--- src/core/mclo_pkg.sv ---
package mclo_pkg;

    // Register byte offsets
    localparam logic [7:0] OFS_MASTER_CFG = 8'h00;
    localparam logic [7:0] OFS_CLOCK_CFG  = 8'h04;
    localparam logic [7:0] OFS_STATUS     = 8'h08;
    localparam logic [7:0] OFS_INT_STS    = 8'h0c;
    localparam logic [7:0] OFS_INT_MASK   = 8'h10;

    // master_config_reg fields
    localparam int MC_PRESCALE_SEL0 = 0;
    localparam int MC_PRESCALE_SEL1 = 1;
    localparam int MC_BASE_RATE     = 2;
    localparam int MC_SYNTH_EN      = 3;
    localparam int MC_REF_CLK_EN    = 4;
    localparam int MC_WIDTH         = 5;
    localparam logic [4:0] MC_RESET = 5'h00;

    // clock_config_reg fields
    localparam int CC_REF_RATE_E1 = 0;
    localparam int CC_LOS_LSB     = 1;
    localparam int CC_LOS_MSB     = 2;
    localparam int CC_WIDTH       = 3;
    localparam logic [2:0] CC_RESET = 3'h0;

    // Status register fields
    localparam int ST_HW_MODE   = 0;
    localparam int ST_LOS       = 1;
    localparam int ST_NATIVE_E1 = 2;
    localparam int ST_ADAPT     = 3;

    // Interrupt status and mask fields
    localparam int IRQ_LOS_SET = 0;
    localparam int IRQ_LOS_CLR = 1;
    localparam int IRQ_WIDTH   = 2;
    localparam logic [1:0] IRQ_RESET = 2'h0;

    // 2.048 / 1.544 reduces to 256 / 193
    localparam logic [9:0] RATE_E1_NUM = 10'h100;
    localparam logic [9:0] RATE_T1_NUM = 10'h0c1;

    // Loss criteria, counted in received bit periods
    typedef enum logic [1:0] {
        LOS_T1231 = 2'b00,
        LOS_G775  = 2'b01,
        LOS_ETSI  = 2'b11
    } mclo_los_method_e;

    localparam logic [11:0] T1231_ZEROS = 12'h0af;
    localparam logic [11:0] T1231_WIN   = 12'h0af;
    localparam logic [11:0] T1231_ONES  = 12'h016;
    localparam logic [11:0] G775_ZEROS  = 12'h020;
    localparam logic [11:0] G775_WIN    = 12'h020;
    localparam logic [11:0] G775_ONES   = 12'h004;
    localparam logic [11:0] ETSI_ZEROS  = 12'h800;
    localparam logic [11:0] ETSI_WIN    = 12'h800;
    localparam logic [11:0] ETSI_ONES   = 12'h100;

    // Code 2'b10 is illegal and falls back to the first method
    function automatic logic [11:0] los_zeros(input logic [1:0] m);
        unique case (m)
            LOS_G775: los_zeros = G775_ZEROS;
            LOS_ETSI: los_zeros = ETSI_ZEROS;
            default:  los_zeros = T1231_ZEROS;
        endcase
    endfunction

    function automatic logic [11:0] los_win(input logic [1:0] m);
        unique case (m)
            LOS_G775: los_win = G775_WIN;
            LOS_ETSI: los_win = ETSI_WIN;
            default:  los_win = T1231_WIN;
        endcase
    endfunction

    function automatic logic [11:0] los_ones(input logic [1:0] m);
        unique case (m)
            LOS_G775: los_ones = G775_ONES;
            LOS_ETSI: los_ones = ETSI_ONES;
            default:  los_ones = T1231_ONES;
        endcase
    endfunction

endpackage

--- src/core/mclo_top.sv ---
`timescale 1ns/100ps
`default_nettype none


module mclo_top
    import mclo_pkg::*;
(
    // Clock and reset
    input  wire logic        clk,
    input  wire logic        rstn,
    // APB slave
    input  wire logic        psel,
    input  wire logic        penable,
    input  wire logic        pwrite,
    input  wire logic [7:0]  paddr,
    input  wire logic [31:0] pwdata,
    output logic [31:0]      prdata,
    output logic             pready,
    output logic             pslverr,
    // Mode and line inputs
    input  wire logic        hw_mode,
    input  wire logic        mclk_in,
    input  wire logic        rx_pulse_in,
    // Shared pin and interrupt
    output logic             rx_signal_loss_out1,
    output logic             irq
);

    typedef struct packed {
        logic [31:0]          prdata;
        logic                 pready;
        logic                 pslverr;
        logic [MC_WIDTH-1:0]  mcfg;
        logic [CC_WIDTH-1:0]  ccfg;
        logic [IRQ_WIDTH-1:0] ists;
        logic [IRQ_WIDTH-1:0] imask;
        logic                 mclk_d;
        logic [2:0]           pre_cnt;
        logic [9:0]           acc;
        logic                 e1_ph;
        logic                 t1_ph;
        logic                 los_d;
        logic                 pin;
        logic                 irq;
    } mclo_state_s;

    localparam mclo_state_s STATE_RESET = '{
        prdata:  32'h0000_0000,
        pready:  1'b0,
        pslverr: 1'b0,
        mcfg:    MC_RESET,
        ccfg:    CC_RESET,
        ists:    IRQ_RESET,
        imask:   IRQ_RESET,
        mclk_d:  1'b0,
        pre_cnt: 3'h0,
        acc:     10'h000,
        e1_ph:   1'b0,
        t1_ph:   1'b0,
        los_d:   1'b0,
        pin:     1'b0,
        irq:     1'b0
    };

    // Last count of the half-period prescaler: divide by 1, 2, 4 or 8
    function automatic logic [2:0] prescale_last(input logic [1:0] sel);
        unique case (sel)
            2'b00: prescale_last = 3'h0;
            2'b01: prescale_last = 3'h1;
            2'b10: prescale_last = 3'h3;
            2'b11: prescale_last = 3'h7;
        endcase
    endfunction

    // Address decode shared by the read mux and the error answer
    function automatic logic reg_mapped(input logic [7:0] a);
        unique case (a)
            OFS_MASTER_CFG: reg_mapped = 1'b1;
            OFS_CLOCK_CFG:  reg_mapped = 1'b1;
            OFS_STATUS:     reg_mapped = 1'b1;
            OFS_INT_STS:    reg_mapped = 1'b1;
            OFS_INT_MASK:   reg_mapped = 1'b1;
            default:        reg_mapped = 1'b0;
        endcase
    endfunction

    logic        rst_meta_r;
    logic        rst_sync_r;
    mclo_state_s s_r;
    mclo_state_s s_nxt;
    logic        los;
    logic        bit_tick;
    logic [1:0]  los_method;

    // Reset release through two flops; the assertion stays asynchronous
    always_ff @(posedge clk or negedge rstn) begin
        if (!rstn) begin
            rst_meta_r <= 1'b0;
            rst_sync_r <= 1'b0;
        end else begin
            rst_meta_r <= 1'b1;
            rst_sync_r <= rst_meta_r;
        end
    end

    // ETSI criteria are not offered without software control
    always_comb begin
        los_method = s_r.ccfg[CC_LOS_MSB:CC_LOS_LSB];
        if (hw_mode && los_method == LOS_ETSI) begin
            los_method = LOS_T1231;
        end
    end

    mclo_los_det u_los_det (
        .clk      (clk),
        .rst_n    (rst_sync_r),
        .bit_tick (bit_tick),
        .rx_mark  (rx_pulse_in),
        .method   (los_method),
        .los      (los)
    );

    always_comb begin
        logic        mclk_edge;
        logic        native_tick;
        logic        native_e1;
        logic        adapt;
        logic        other_tick;
        logic        e1_half;
        logic        t1_half;
        logic        line_half;
        logic        line_ph;
        logic        ref_en;
        logic        ev_set;
        logic        ev_clr;
        logic [2:0]  last;
        logic [9:0]  num;
        logic [9:0]  den;
        logic [9:0]  sum;
        logic        acc_wr;
        logic        rd_hit;
        logic [31:0] rd_data;
        logic [IRQ_WIDTH-1:0] w1c;
        logic [IRQ_WIDTH-1:0] ev;

        s_nxt       = s_r;
        native_tick = 1'b0;
        other_tick  = 1'b0;
        w1c         = '0;
        rd_hit      = reg_mapped(paddr);
        rd_data     = 32'h0000_0000;

        mclk_edge   = 1'b0;
        native_e1   = 1'b0;
        adapt       = 1'b0;
        e1_half     = 1'b0;
        t1_half     = 1'b0;
        line_half   = 1'b0;
        line_ph     = 1'b0;
        ref_en      = 1'b0;
        ev_set      = 1'b0;
        ev_clr      = 1'b0;
        last        = 3'h0;
        num         = 10'h000;
        den         = 10'h000;
        sum         = 10'h000;
        acc_wr      = 1'b0;
        ev          = '0;
        bit_tick    = 1'b0;

        // The oscillator is assumed free-running, so both edges keep arriving
        // Each mclk level must span a clk edge; a faster oscillator loses edges
        mclk_edge    = mclk_in ^ s_r.mclk_d;
        s_nxt.mclk_d = mclk_in;

        // Hardware mode ignores the prescaler and the synthesizer
        if (hw_mode) begin
            last = 3'h0;
        end else begin
            last = prescale_last(s_r.mcfg[MC_PRESCALE_SEL1:MC_PRESCALE_SEL0]);
        end
        if (mclk_edge) begin
            if (s_r.pre_cnt >= last) begin
                s_nxt.pre_cnt = 3'h0;
                native_tick   = 1'b1;
            end else begin
                s_nxt.pre_cnt = s_r.pre_cnt + 3'h1;
            end
        end

        // With the synthesizer on, the oscillator belongs to the other family
        adapt     = s_r.mcfg[MC_SYNTH_EN] & ~hw_mode;
        native_e1 = s_r.mcfg[MC_BASE_RATE] ^ adapt;

        // Fractional rate change 193/256 or 256/193; at most one tick per clock
        // Ten bits suffice: the residue plus one step never reaches 512
        num = native_e1 ? RATE_T1_NUM : RATE_E1_NUM;
        den = native_e1 ? RATE_E1_NUM : RATE_T1_NUM;
        sum = s_r.acc + (native_tick ? num : 10'h000);
        acc_wr = 1'b0;
        if (sum >= den) begin
            sum    = sum - den;
            acc_wr = 1'b1;
        end
        other_tick = acc_wr & adapt;
        s_nxt.acc  = adapt ? sum : 10'h000;

        e1_half = native_e1 ? native_tick : other_tick;
        t1_half = native_e1 ? other_tick : native_tick;
        s_nxt.e1_ph = s_r.e1_ph ^ e1_half;
        s_nxt.t1_ph = s_r.t1_ph ^ t1_half;

        // One received bit per full period of the line rate
        line_half = s_r.mcfg[MC_BASE_RATE] ? e1_half : t1_half;
        line_ph   = s_r.mcfg[MC_BASE_RATE] ? s_r.e1_ph : s_r.t1_ph;
        bit_tick  = line_half & line_ph;

        // Shared pin selection
        // Registered, so the pin cannot glitch when its function changes
        ref_en = s_r.mcfg[MC_REF_CLK_EN] & ~hw_mode;
        if (ref_en) begin
            s_nxt.pin = s_r.ccfg[CC_REF_RATE_E1] ? s_r.e1_ph : s_r.t1_ph;
        end else begin
            s_nxt.pin = los;
        end

        // Loss events
        ev_set      = los & ~s_r.los_d;
        ev_clr      = ~los & s_r.los_d;
        s_nxt.los_d = los;
        ev          = '0;
        ev[IRQ_LOS_SET] = ev_set;
        ev[IRQ_LOS_CLR] = ev_clr;

        // APB: pready rises in the second access cycle
        s_nxt.pready  = 1'b0;
        s_nxt.pslverr = 1'b0;
        unique case (paddr)
            OFS_MASTER_CFG: rd_data[MC_WIDTH-1:0]  = s_r.mcfg;
            OFS_CLOCK_CFG:  rd_data[CC_WIDTH-1:0]  = s_r.ccfg;
            OFS_STATUS: begin
                rd_data[ST_HW_MODE]   = hw_mode;
                rd_data[ST_LOS]       = los;
                rd_data[ST_NATIVE_E1] = native_e1;
                rd_data[ST_ADAPT]     = adapt;
            end
            OFS_INT_STS:    rd_data[IRQ_WIDTH-1:0] = s_r.ists;
            OFS_INT_MASK:   rd_data[IRQ_WIDTH-1:0] = s_r.imask;
            default:        rd_data = 32'h0000_0000;
        endcase
        // Writes and refused accesses answer with zero data
        if (psel && penable && !s_r.pready) begin
            s_nxt.pready  = 1'b1;
            s_nxt.pslverr = ~rd_hit;
            s_nxt.prdata  = (!pwrite && rd_hit) ? rd_data : 32'h0000_0000;
        end
        if (psel && penable && s_r.pready && pwrite && rd_hit) begin
            unique case (paddr)
                OFS_MASTER_CFG: s_nxt.mcfg  = pwdata[MC_WIDTH-1:0];
                OFS_CLOCK_CFG:  s_nxt.ccfg  = pwdata[CC_WIDTH-1:0];
                OFS_INT_STS:    w1c         = pwdata[IRQ_WIDTH-1:0];
                OFS_INT_MASK:   s_nxt.imask = pwdata[IRQ_WIDTH-1:0];
                default:        s_nxt.mcfg  = s_r.mcfg;
            endcase
        end

        // A new event in the clearing cycle survives
        s_nxt.ists = (s_r.ists & ~w1c) | ev;
        s_nxt.irq  = |(s_nxt.ists & s_nxt.imask);
    end

    always_ff @(posedge clk or negedge rst_sync_r) begin
        if (!rst_sync_r) begin
            s_r <= STATE_RESET;
        end else begin
            s_r <= s_nxt;
        end
    end

    assign prdata              = s_r.prdata;
    assign pready              = s_r.pready;
    assign pslverr             = s_r.pslverr;
    assign rx_signal_loss_out1 = s_r.pin;
    assign irq                 = s_r.irq;

endmodule

`default_nettype wire

--- src/core/mclo_los_det.sv ---
`timescale 1ns/100ps
`default_nettype none

module mclo_los_det
    import mclo_pkg::*;
(
    // Clock and reset
    input  wire logic       clk,
    input  wire logic       rst_n,
    // Received bits
    input  wire logic       bit_tick,
    input  wire logic       rx_mark,
    input  wire logic [1:0] method,
    // Indication
    output logic            los
);

    typedef enum logic {
        LD_CLEAR = 1'b0,
        LD_LOST  = 1'b1
    } mclo_ld_e;

    typedef struct packed {
        mclo_ld_e    st;
        logic [11:0] zeros;
        logic [11:0] win;
        logic [11:0] ones;
    } mclo_ld_s;

    mclo_ld_s s_r;
    mclo_ld_s s_nxt;

    always_comb begin
        s_nxt = s_r;
        if (bit_tick) begin
            unique case (s_r.st)
                LD_CLEAR: begin
                    if (rx_mark) begin
                        s_nxt.zeros = 12'h000;
                    end else if (s_r.zeros + 12'h001 >= los_zeros(method)) begin
                        s_nxt.st    = LD_LOST;
                        s_nxt.zeros = 12'h000;
                        s_nxt.win   = 12'h000;
                        s_nxt.ones  = 12'h000;
                    end else begin
                        s_nxt.zeros = s_r.zeros + 12'h001;
                    end
                end
                LD_LOST: begin
                    s_nxt.ones = s_r.ones + {11'h000, rx_mark};
                    s_nxt.win  = s_r.win + 12'h001;
                    // Density is judged per whole window, so recovery waits one window
                    if (s_nxt.win >= los_win(method)) begin
                        if (s_nxt.ones >= los_ones(method)) begin
                            s_nxt.st = LD_CLEAR;
                        end
                        s_nxt.win  = 12'h000;
                        s_nxt.ones = 12'h000;
                    end
                end
            endcase
        end
    end

    always_ff @(posedge clk or negedge rst_n) begin
        if (!rst_n) begin
            s_r <= '{st: LD_CLEAR, zeros: 12'h000, win: 12'h000, ones: 12'h000};
        end else begin
            s_r <= s_nxt;
        end
    end

    assign los = (s_r.st == LD_LOST);

endmodule

`default_nettype wire

--- config.mk ---
export PLATFORM = sky130hd
export DESIGN_NAME = mclo_top
export DESIGN_NICKNAME = d
export VERILOG_FILES = /design/src/core/mclo_pkg.sv /design/src/core/mclo_top.sv /design/src/core/mclo_los_det.sv
export SDC_FILE = /design/constraint.sdc
export NUM_CORES = 1
export LEC_CHECK = 0
export BUFFER_PORTS_ARGS = -buffer_cell sky130_fd_sc_hd__buf_4
export CAP_MARGIN = 20
export CORE_MARGIN = 3
export CORE_UTILIZATION = 45
export DETAILED_ROUTE_END_ITERATION = 8
export GPL_ROUTABILITY_DRIVEN = 0
export GPL_TIMING_DRIVEN = 0
export HOLD_SLACK_MARGIN = 0.08
export PLACE_DENSITY = 0.68
export SLEW_MARGIN = 30
export SYNTH_ARGS = -nofsm -noshare
export SYNTH_HDL_FRONTEND = slang
export SYNTH_SLANG_ARGS = --single-unit
--- constraint.sdc ---
create_clock -name clk -period 2.15 [get_ports clk]
set_input_delay 0.3225 -clock clk [delete_from_list [all_inputs] [get_ports clk]]
set_output_delay 0.3225 -clock clk [all_outputs]
set_load 0.05 [all_outputs]
Word level (Yosys, flattened, before mapping)
Index checks and enable logic that the tools add are counted.
W data, S select, Z words.

word-level totals
  register bits = 77
  bits of input ports = 48

cells by class
  add/subtract/negate cells = 6
  order comparisons = 5
  equal/unequal tests = 12
  muxes and demuxes = 50
  bitwise operators = 18
  reduce and logical (&&, ||, !) cells = 17

operators by type and width
  kind                     number
  $mux W12                 10
  $mux W24                 3
  $pmux W24 S2             1
  $ge A12 B12 Y1           3
  $mux W9                  3
  $add A12 B1 Y12 const B  2
  $pmux W12 S2             1
  $mux W10                 2
  $pmux W9 S2              1
  $eq A8 B4 Y1 const B     2
  $mux W1                  15
  $add A12 B1 Y12          1
  $mux W2                  6
  $pmux W3 S4              1
  $add A10 B9 Y10          1
  $ge A10 B9 Y1            1
  $pmux W2 S5              1
  $sub A10 B9 Y10          1
  $eq A2 B2 Y1 const B     4
  $eq A8 B3 Y1 const B     1
  $eq A8 B5 Y1 const B     1
  $logic_not A8 Y1         1
  $logic_and A1 B1 Y1      7
  $and A1 B1 Y1            6
  20 further kinds         33

Depth between registers and ports, before layout
  depth after elaboration = 23
  depth in mapped cells = 24
  depth with buffers taken out = 21

Cells and area by module
From an unflattened synthesis, not the netlist that was laid out.

second synthesis, totals
  cells, all modules = 638
  area, all modules = 5770.5 um^2

modules (own cells, without submodules)
  module        instances  cells each  area an instance (um^2)  sequential area each (um^2)
  mclo_top      1          313         2996.6                   1001.0
  mclo_los_det  1          325         2773.9                   925.9

Worst setup path after synthesis
OpenSTA, ideal clock, no wires.

  path kind = input to register
  from = in hw_mode
  to = reg u_los_det.s_r[2] (netlist name)
  arrival time = 4767 ps
  data required time = 2064 ps
  setup slack = -2703 ps
  stages = 24
  buffers on the path = 4
  cells stage by stage = clkbuf_1 nor2_1 ha_1 nand2b_1 a21o_1 a21o_1 nand2_1 nor2_1 ha_1 ha_1 and2_1 buf_2 a31o_2 a21oi_1 xnor2_1 ha_1 and3_1 a311oi_2 nand4_4 and4_4 buf_6 a31o_4 buf_6 o221ai_2

on the way
  cells in the longest elaborated chain, start to end = 13
  elaborated cells between the ends (all ways) = 34
  those cells by class = 1 x add/sub; 4 x order compare; 3 x eq/ne; 19 x mux; 5 x bitwise; 2 x reduce/logical

RTL lines
  what                                                  RTL line                          RTL
  from (decl)                                           mclo_top.sv:21                    input wire logic hw_mode,
  $mux W3 / $not A1 Y1 (equally long branches)          mclo_top.sv:177, mclo_top.sv:192
  $ge A3 B3 Y1 / $and A1 B1 Y1 (equally long branches)  mclo_top.sv:183, mclo_top.sv:192
  $mux W1 / $xor A1 B1 Y1 (equally long branches)       mclo_top.sv:183, mclo_top.sv:193
  $mux W1 / $mux W9 (equally long branches)             mclo_top.sv:182, mclo_top.sv:197
  $mux W9                                               mclo_top.sv:199                   sum = s_r.acc + (native_tick ? num : 10'h000);
  $add A10 B9 Y10                                       mclo_top.sv:199
  $ge A10 B9 Y1                                         mclo_top.sv:201                   if (sum >= den) begin
  $mux W1                                               mclo_top.sv:201
  $and A1 B1 Y1                                         mclo_top.sv:205                   other_tick = acc_wr & adapt;
  $mux W1, on equally long branches                     mclo_top.sv:209, mclo_top.sv:208
  $mux W1                                               mclo_top.sv:214                   line_half = s_r.mcfg[MC_BASE_RATE] ? e1_half : t1_half;
  $and A1 B1 Y1                                         mclo_top.sv:216                   bit_tick = line_half & line_ph;
  $reduce_and A3 Y1 (no line)                           -
  to (signal assigned)                                  mclo_los_det.sv:67                s_r <= '{st: LD_CLEAR, zeros: 12'h000, win: 12'h000, ones: 12'h000};
  to (signal assigned)                                  mclo_los_det.sv:69                s_r <= s_nxt;
  to (decl)                                             mclo_los_det.sv:30                mclo_ld_s s_r;

Several ways; a longest one is shown, not always the timed one. The select of a mux whose other input is x is not followed.
A chain may end at the register's enable or synchronous reset.

==> reports/metrics.yaml <==
areaGrowthSynthToFinish_pct: 25.5
p_leak_nw: 3.17
portBuffers: 26
crit_path_max_fanout: 6
num_vias: 4832
fillCellCount: 1038
worstSetupPathType: "flop to flop"
async_reset_ff_frac: 1.00
max_freq_mhz: 232
power_density_nw_per_um2: 895
max-vdd-ir-drop_uv: 714
n_antenna_cell: 0
fp.coreArea_um2: 12100
clk_latency_ps: 340
syn_area_um2: 5610
p_comb_frac: 0.398
cts.sinks: 77
ys_seq_elements: 77
min_period_ps: 4310
dp_hpwl_mm: 9.16
status: "finished with violations"
crit_path_top_delay_cell: "dfrtp_1"
syn_area_per_cell_um2: 9.30
start_kind: "flop"
finalSetupViolCount: 49
ctsHtreeMaxLevel: 3
grt_pass1_vias: 4868
tightest_slew_ps: 664
start_util: 0.463
drcViolationCount: 0
die_y_um: 118
synth_cell_types: 79
ant_nets: 0
cp.arrival_ps: 4520
place_ws_ps: -2740
synth_seq_area_share: 0.343
p_sw_mw: 2.38
grt_use_total: 0.199
violations: "setup timing"
worstPathRequired_ps: 2350
first_pass_iters: 5
wirelength_mm: 13.4
max_cap_viol_count: 0
overflow: 0
cp.buffers_inverters: 2
synth-edff-count: 0
hp-class: "input pin to flop"
dieArea_um2: 13800
antenna_found_initial: 0
die-width_um: 118
endpoint_kind: "flop"
root_buffer: "clkbuf_16"
clk_path_buf_depth: 2
max_stage_delay_ps: 380
slew_headroom: 0.553
fin_ws_ps: -2160
grt_pass1_wl_mm: 23.1
cp_top_family: "compound AO/OA/AOI/OAI gates"
utilization: 0.581
grt_max_degree: 45
crit_chain: "nor2_1 > nor2_1 > ha_1 > nand2b_4 > a21o_1 > a21o_1 > nand2_2 > nor2_4 > ha_4 > ha_4 > and2_4 > a31o_4 > a21oi_4 > xnor2_2 > ha_1 > nor2b_4 > a311oi_4 > buf_4 > nand3_2 > inv_2 > nor3_1 > a2111oi_1"
drive_gt1_frac: 0.284
syn_inst: 603
seqPwrFrac: 0.322
path_clk_slew_ps: 60
row_count: 40
drv_slew: 0
hold_violations: 0
finalCritPeriodShare: 2.01
boundaryPins: 84
cts_made_buffers: 9
finalSetupTns_ps: -101420
swShare: 0.378
cell_internal_pwr_mw: 3.92
drt-initial-drc-count: 282
finalClockSkew_ps: 5.75
clkPwrFrac: 0.281
nets: 776
power_mw: 6.31
avgViaCountPerCell: 5.59
rsz0062_at_grt: "true"
ys.flop_type: "dfrtp_1"
cts_tree: "built"
wl_per_cell_um: 15.6
yosysWarnings: 0
==> routing by layer <==
| metal | GRT usage | part of all wire | up-vias |
|---|---|---|---|
| met3 | 0.0360 | 0.037 | 26 |
| met4 | 0.0725 | 0.019 | 0 |
| met1 | 0.253 | 0.44 | 2351 |
| li1 | - | - | 2332 |
| met5 | 0 | 0 | - |
| met2 | 0.339 | 0.50 | 123 |
==> synthesized netlist by cell type (3+ instances only) <==
cell,n,share of area
dfrtp_1,77,0.34
nand2_1,47,0.031
nor2_1,42,0.028
inv_1,38,0.025
ha_1,36,0.080
buf_4,33,0.044
o21ai_0,25,0.022
xnor2_1,25,0.039
nand3_1,24,0.021
nor3_1,20,0.018
nand4_1,19,0.021
a21oi_1,16,0.014
clkbuf_1,13,0.0087
mux2_2,13,0.026
o221ai_2,13,0.035
mux2i_1,10,0.018
a221o_1,8,0.014
and3_1,8,0.0089
nand2b_1,8,0.0089
a22o_1,7,0.011
and2_1,6,0.0067
xor2_1,6,0.0094
a211oi_1,5,0.0067
a21o_1,5,0.0067
buf_2,5,0.0045
nand4b_1,5,0.0078
nor2b_1,5,0.0056
o21ai_1,5,0.0045
a31oi_1,4,0.0045
buf_6,4,0.0080
o221ai_1,4,0.0062
and4_1,3,0.0047
nor4_1,3,0.0033
o311ai_0,3,0.0047
==> layout make-up <==
type	count	area (µm²)	share of cell area
sequential	77	1930	0.274
buffer	53	393	0.0558
multi-input combinational	458	3560	0.505
inverter	39	146	0.0208
clock buffer	10	239	0.0339
timing repair buffer	54	459	0.0652
tap	168	210	0.0299
clock inverter	5	108	0.0153
==> power groups by stage <==
| stage | registers, mW | clock network [mW] | logic (mW) |
|---|---|---|---|
| 4_1_cts | 2.02 | 1.81 | 2.48 |
| 3_5_place_dp | 2.04 | 0 | 2.18 |
| 5_1_grt | 2.08 | 1.87 | 2.73 |
| 6_report | 2.03 | 1.77 | 2.51 |
| 3_3_place_gp | 2.04 | 0 | 2.10 |
| 2_1_floorplan | 2.02 | 0 | 1.67 |
==> flip-flops by register name, summed over array words and instances, names as in the netlist <==
| signal | flops |
|---|---|
| u_los_det.los | 1 |
| rst_sync_r | 1 |
| prdata | 5 |
| rst_meta_r | 1 |
| s_r | 29 |
| u_los_det.s_r | 36 |
| rx_signal_loss_out1 | 1 |
| pready | 1 |
| irq | 1 |
| pslverr | 1 |
==> stage by stage <==
stage               std cells  hold slack (ps)  area (µm²)
global placement          823              106        6210
global route              864              110        7040
floorplan                 629             26.9        5800
CTS                       862              104        6950
detailed placement        824              108        6240
finish                    864              119        7040
==> final timing paths <==
path | startpoint | end | slack (ps) | depth (start not counted)
max in group asynchronous | rst_sync_r | u_los_det.s_r[23] | 1270 | 1
max reg2reg | s_r[26] | s_r[13] | -2160 | 22
min | mclk_in | s_r[18] | 120 | 1
min reg2reg | rst_sync_r | s_r[9] | 290 | 0
min in group asynchronous | rst_sync_r | s_r[9] | 290 | 0
max | s_r[26] | s_r[13] | -2160 | 22
==> cell usage in the layout (no fill, tap or decap), types with 4 or more instances in the layout <==
cell and count:
a21o_1 5, a21oi_1 11, a221o_1 8, a22o_1 7, a31oi_1 4, and2_1 5
and3_1 7, buf_2 4, buf_4 81, buf_6 5, clkbuf_1 10, clkbuf_16 10
conb_1 28, dfrtp_1 76, ha_1 31, ha_4 4, inv_1 38, mux2_2 13
mux2i_1 10, nand2_1 45, nand2b_1 7, nand3_1 21, nand3_2 4, nand4_1 19
nand4b_1 5, nor2_1 39, nor3_1 20, o21ai_0 24, o21ai_2 5, o221ai_2 16
xnor2_1 20, xnor2_2 5, xor2_1 6
==> timing repair <==
action                                 CTS  global route
buffers inserted                        22             3
hold buffers                             1             0
resized for setup                       34            16
setup endpoints to repair               49            50
pin swaps                               17            18
endpoints found under the hold margin    2             0
gates cloned                             2             0
==> worst register-to-register path, stage by stage, from the launching register on <==
cell and delay [ps]:
dfrtp_1 380, nor2_1 100, nor2_1 50, ha_1 280
nand2b_4 140, a21o_1 150, a21o_1 190, nand2_2 110
nor2_4 70, ha_4 180, ha_4 150, and2_4 140
a31o_4 230, a21oi_4 140, xnor2_2 110, ha_1 340
nor2b_4 140, a311oi_4 340, buf_4 200, nand3_2 190
inv_2 130, nor3_1 50, a2111oi_1 360
==> cells by family (layout without fill, tap and decap cells) <==
| family | count (synthesis) | after routing | synth area share |
|---|---|---|---|
| other | 2 | 28 | 0.00134 |
| adder cells (fa/ha/maj) | 36 | 36 | 0.0803 |
| XOR/XNOR | 31 | 31 | 0.0484 |
| multiplexers | 23 | 23 | 0.0439 |
| flip-flops | 77 | 77 | 0.343 |
| AND/OR/NAND/NOR | 216 | 216 | 0.208 |
| buffers and inverters | 94 | 161 | 0.0914 |
| AO/OA/AOI/OAI | 124 | 124 | 0.183 |
Power figures use the tool's default switching activity.
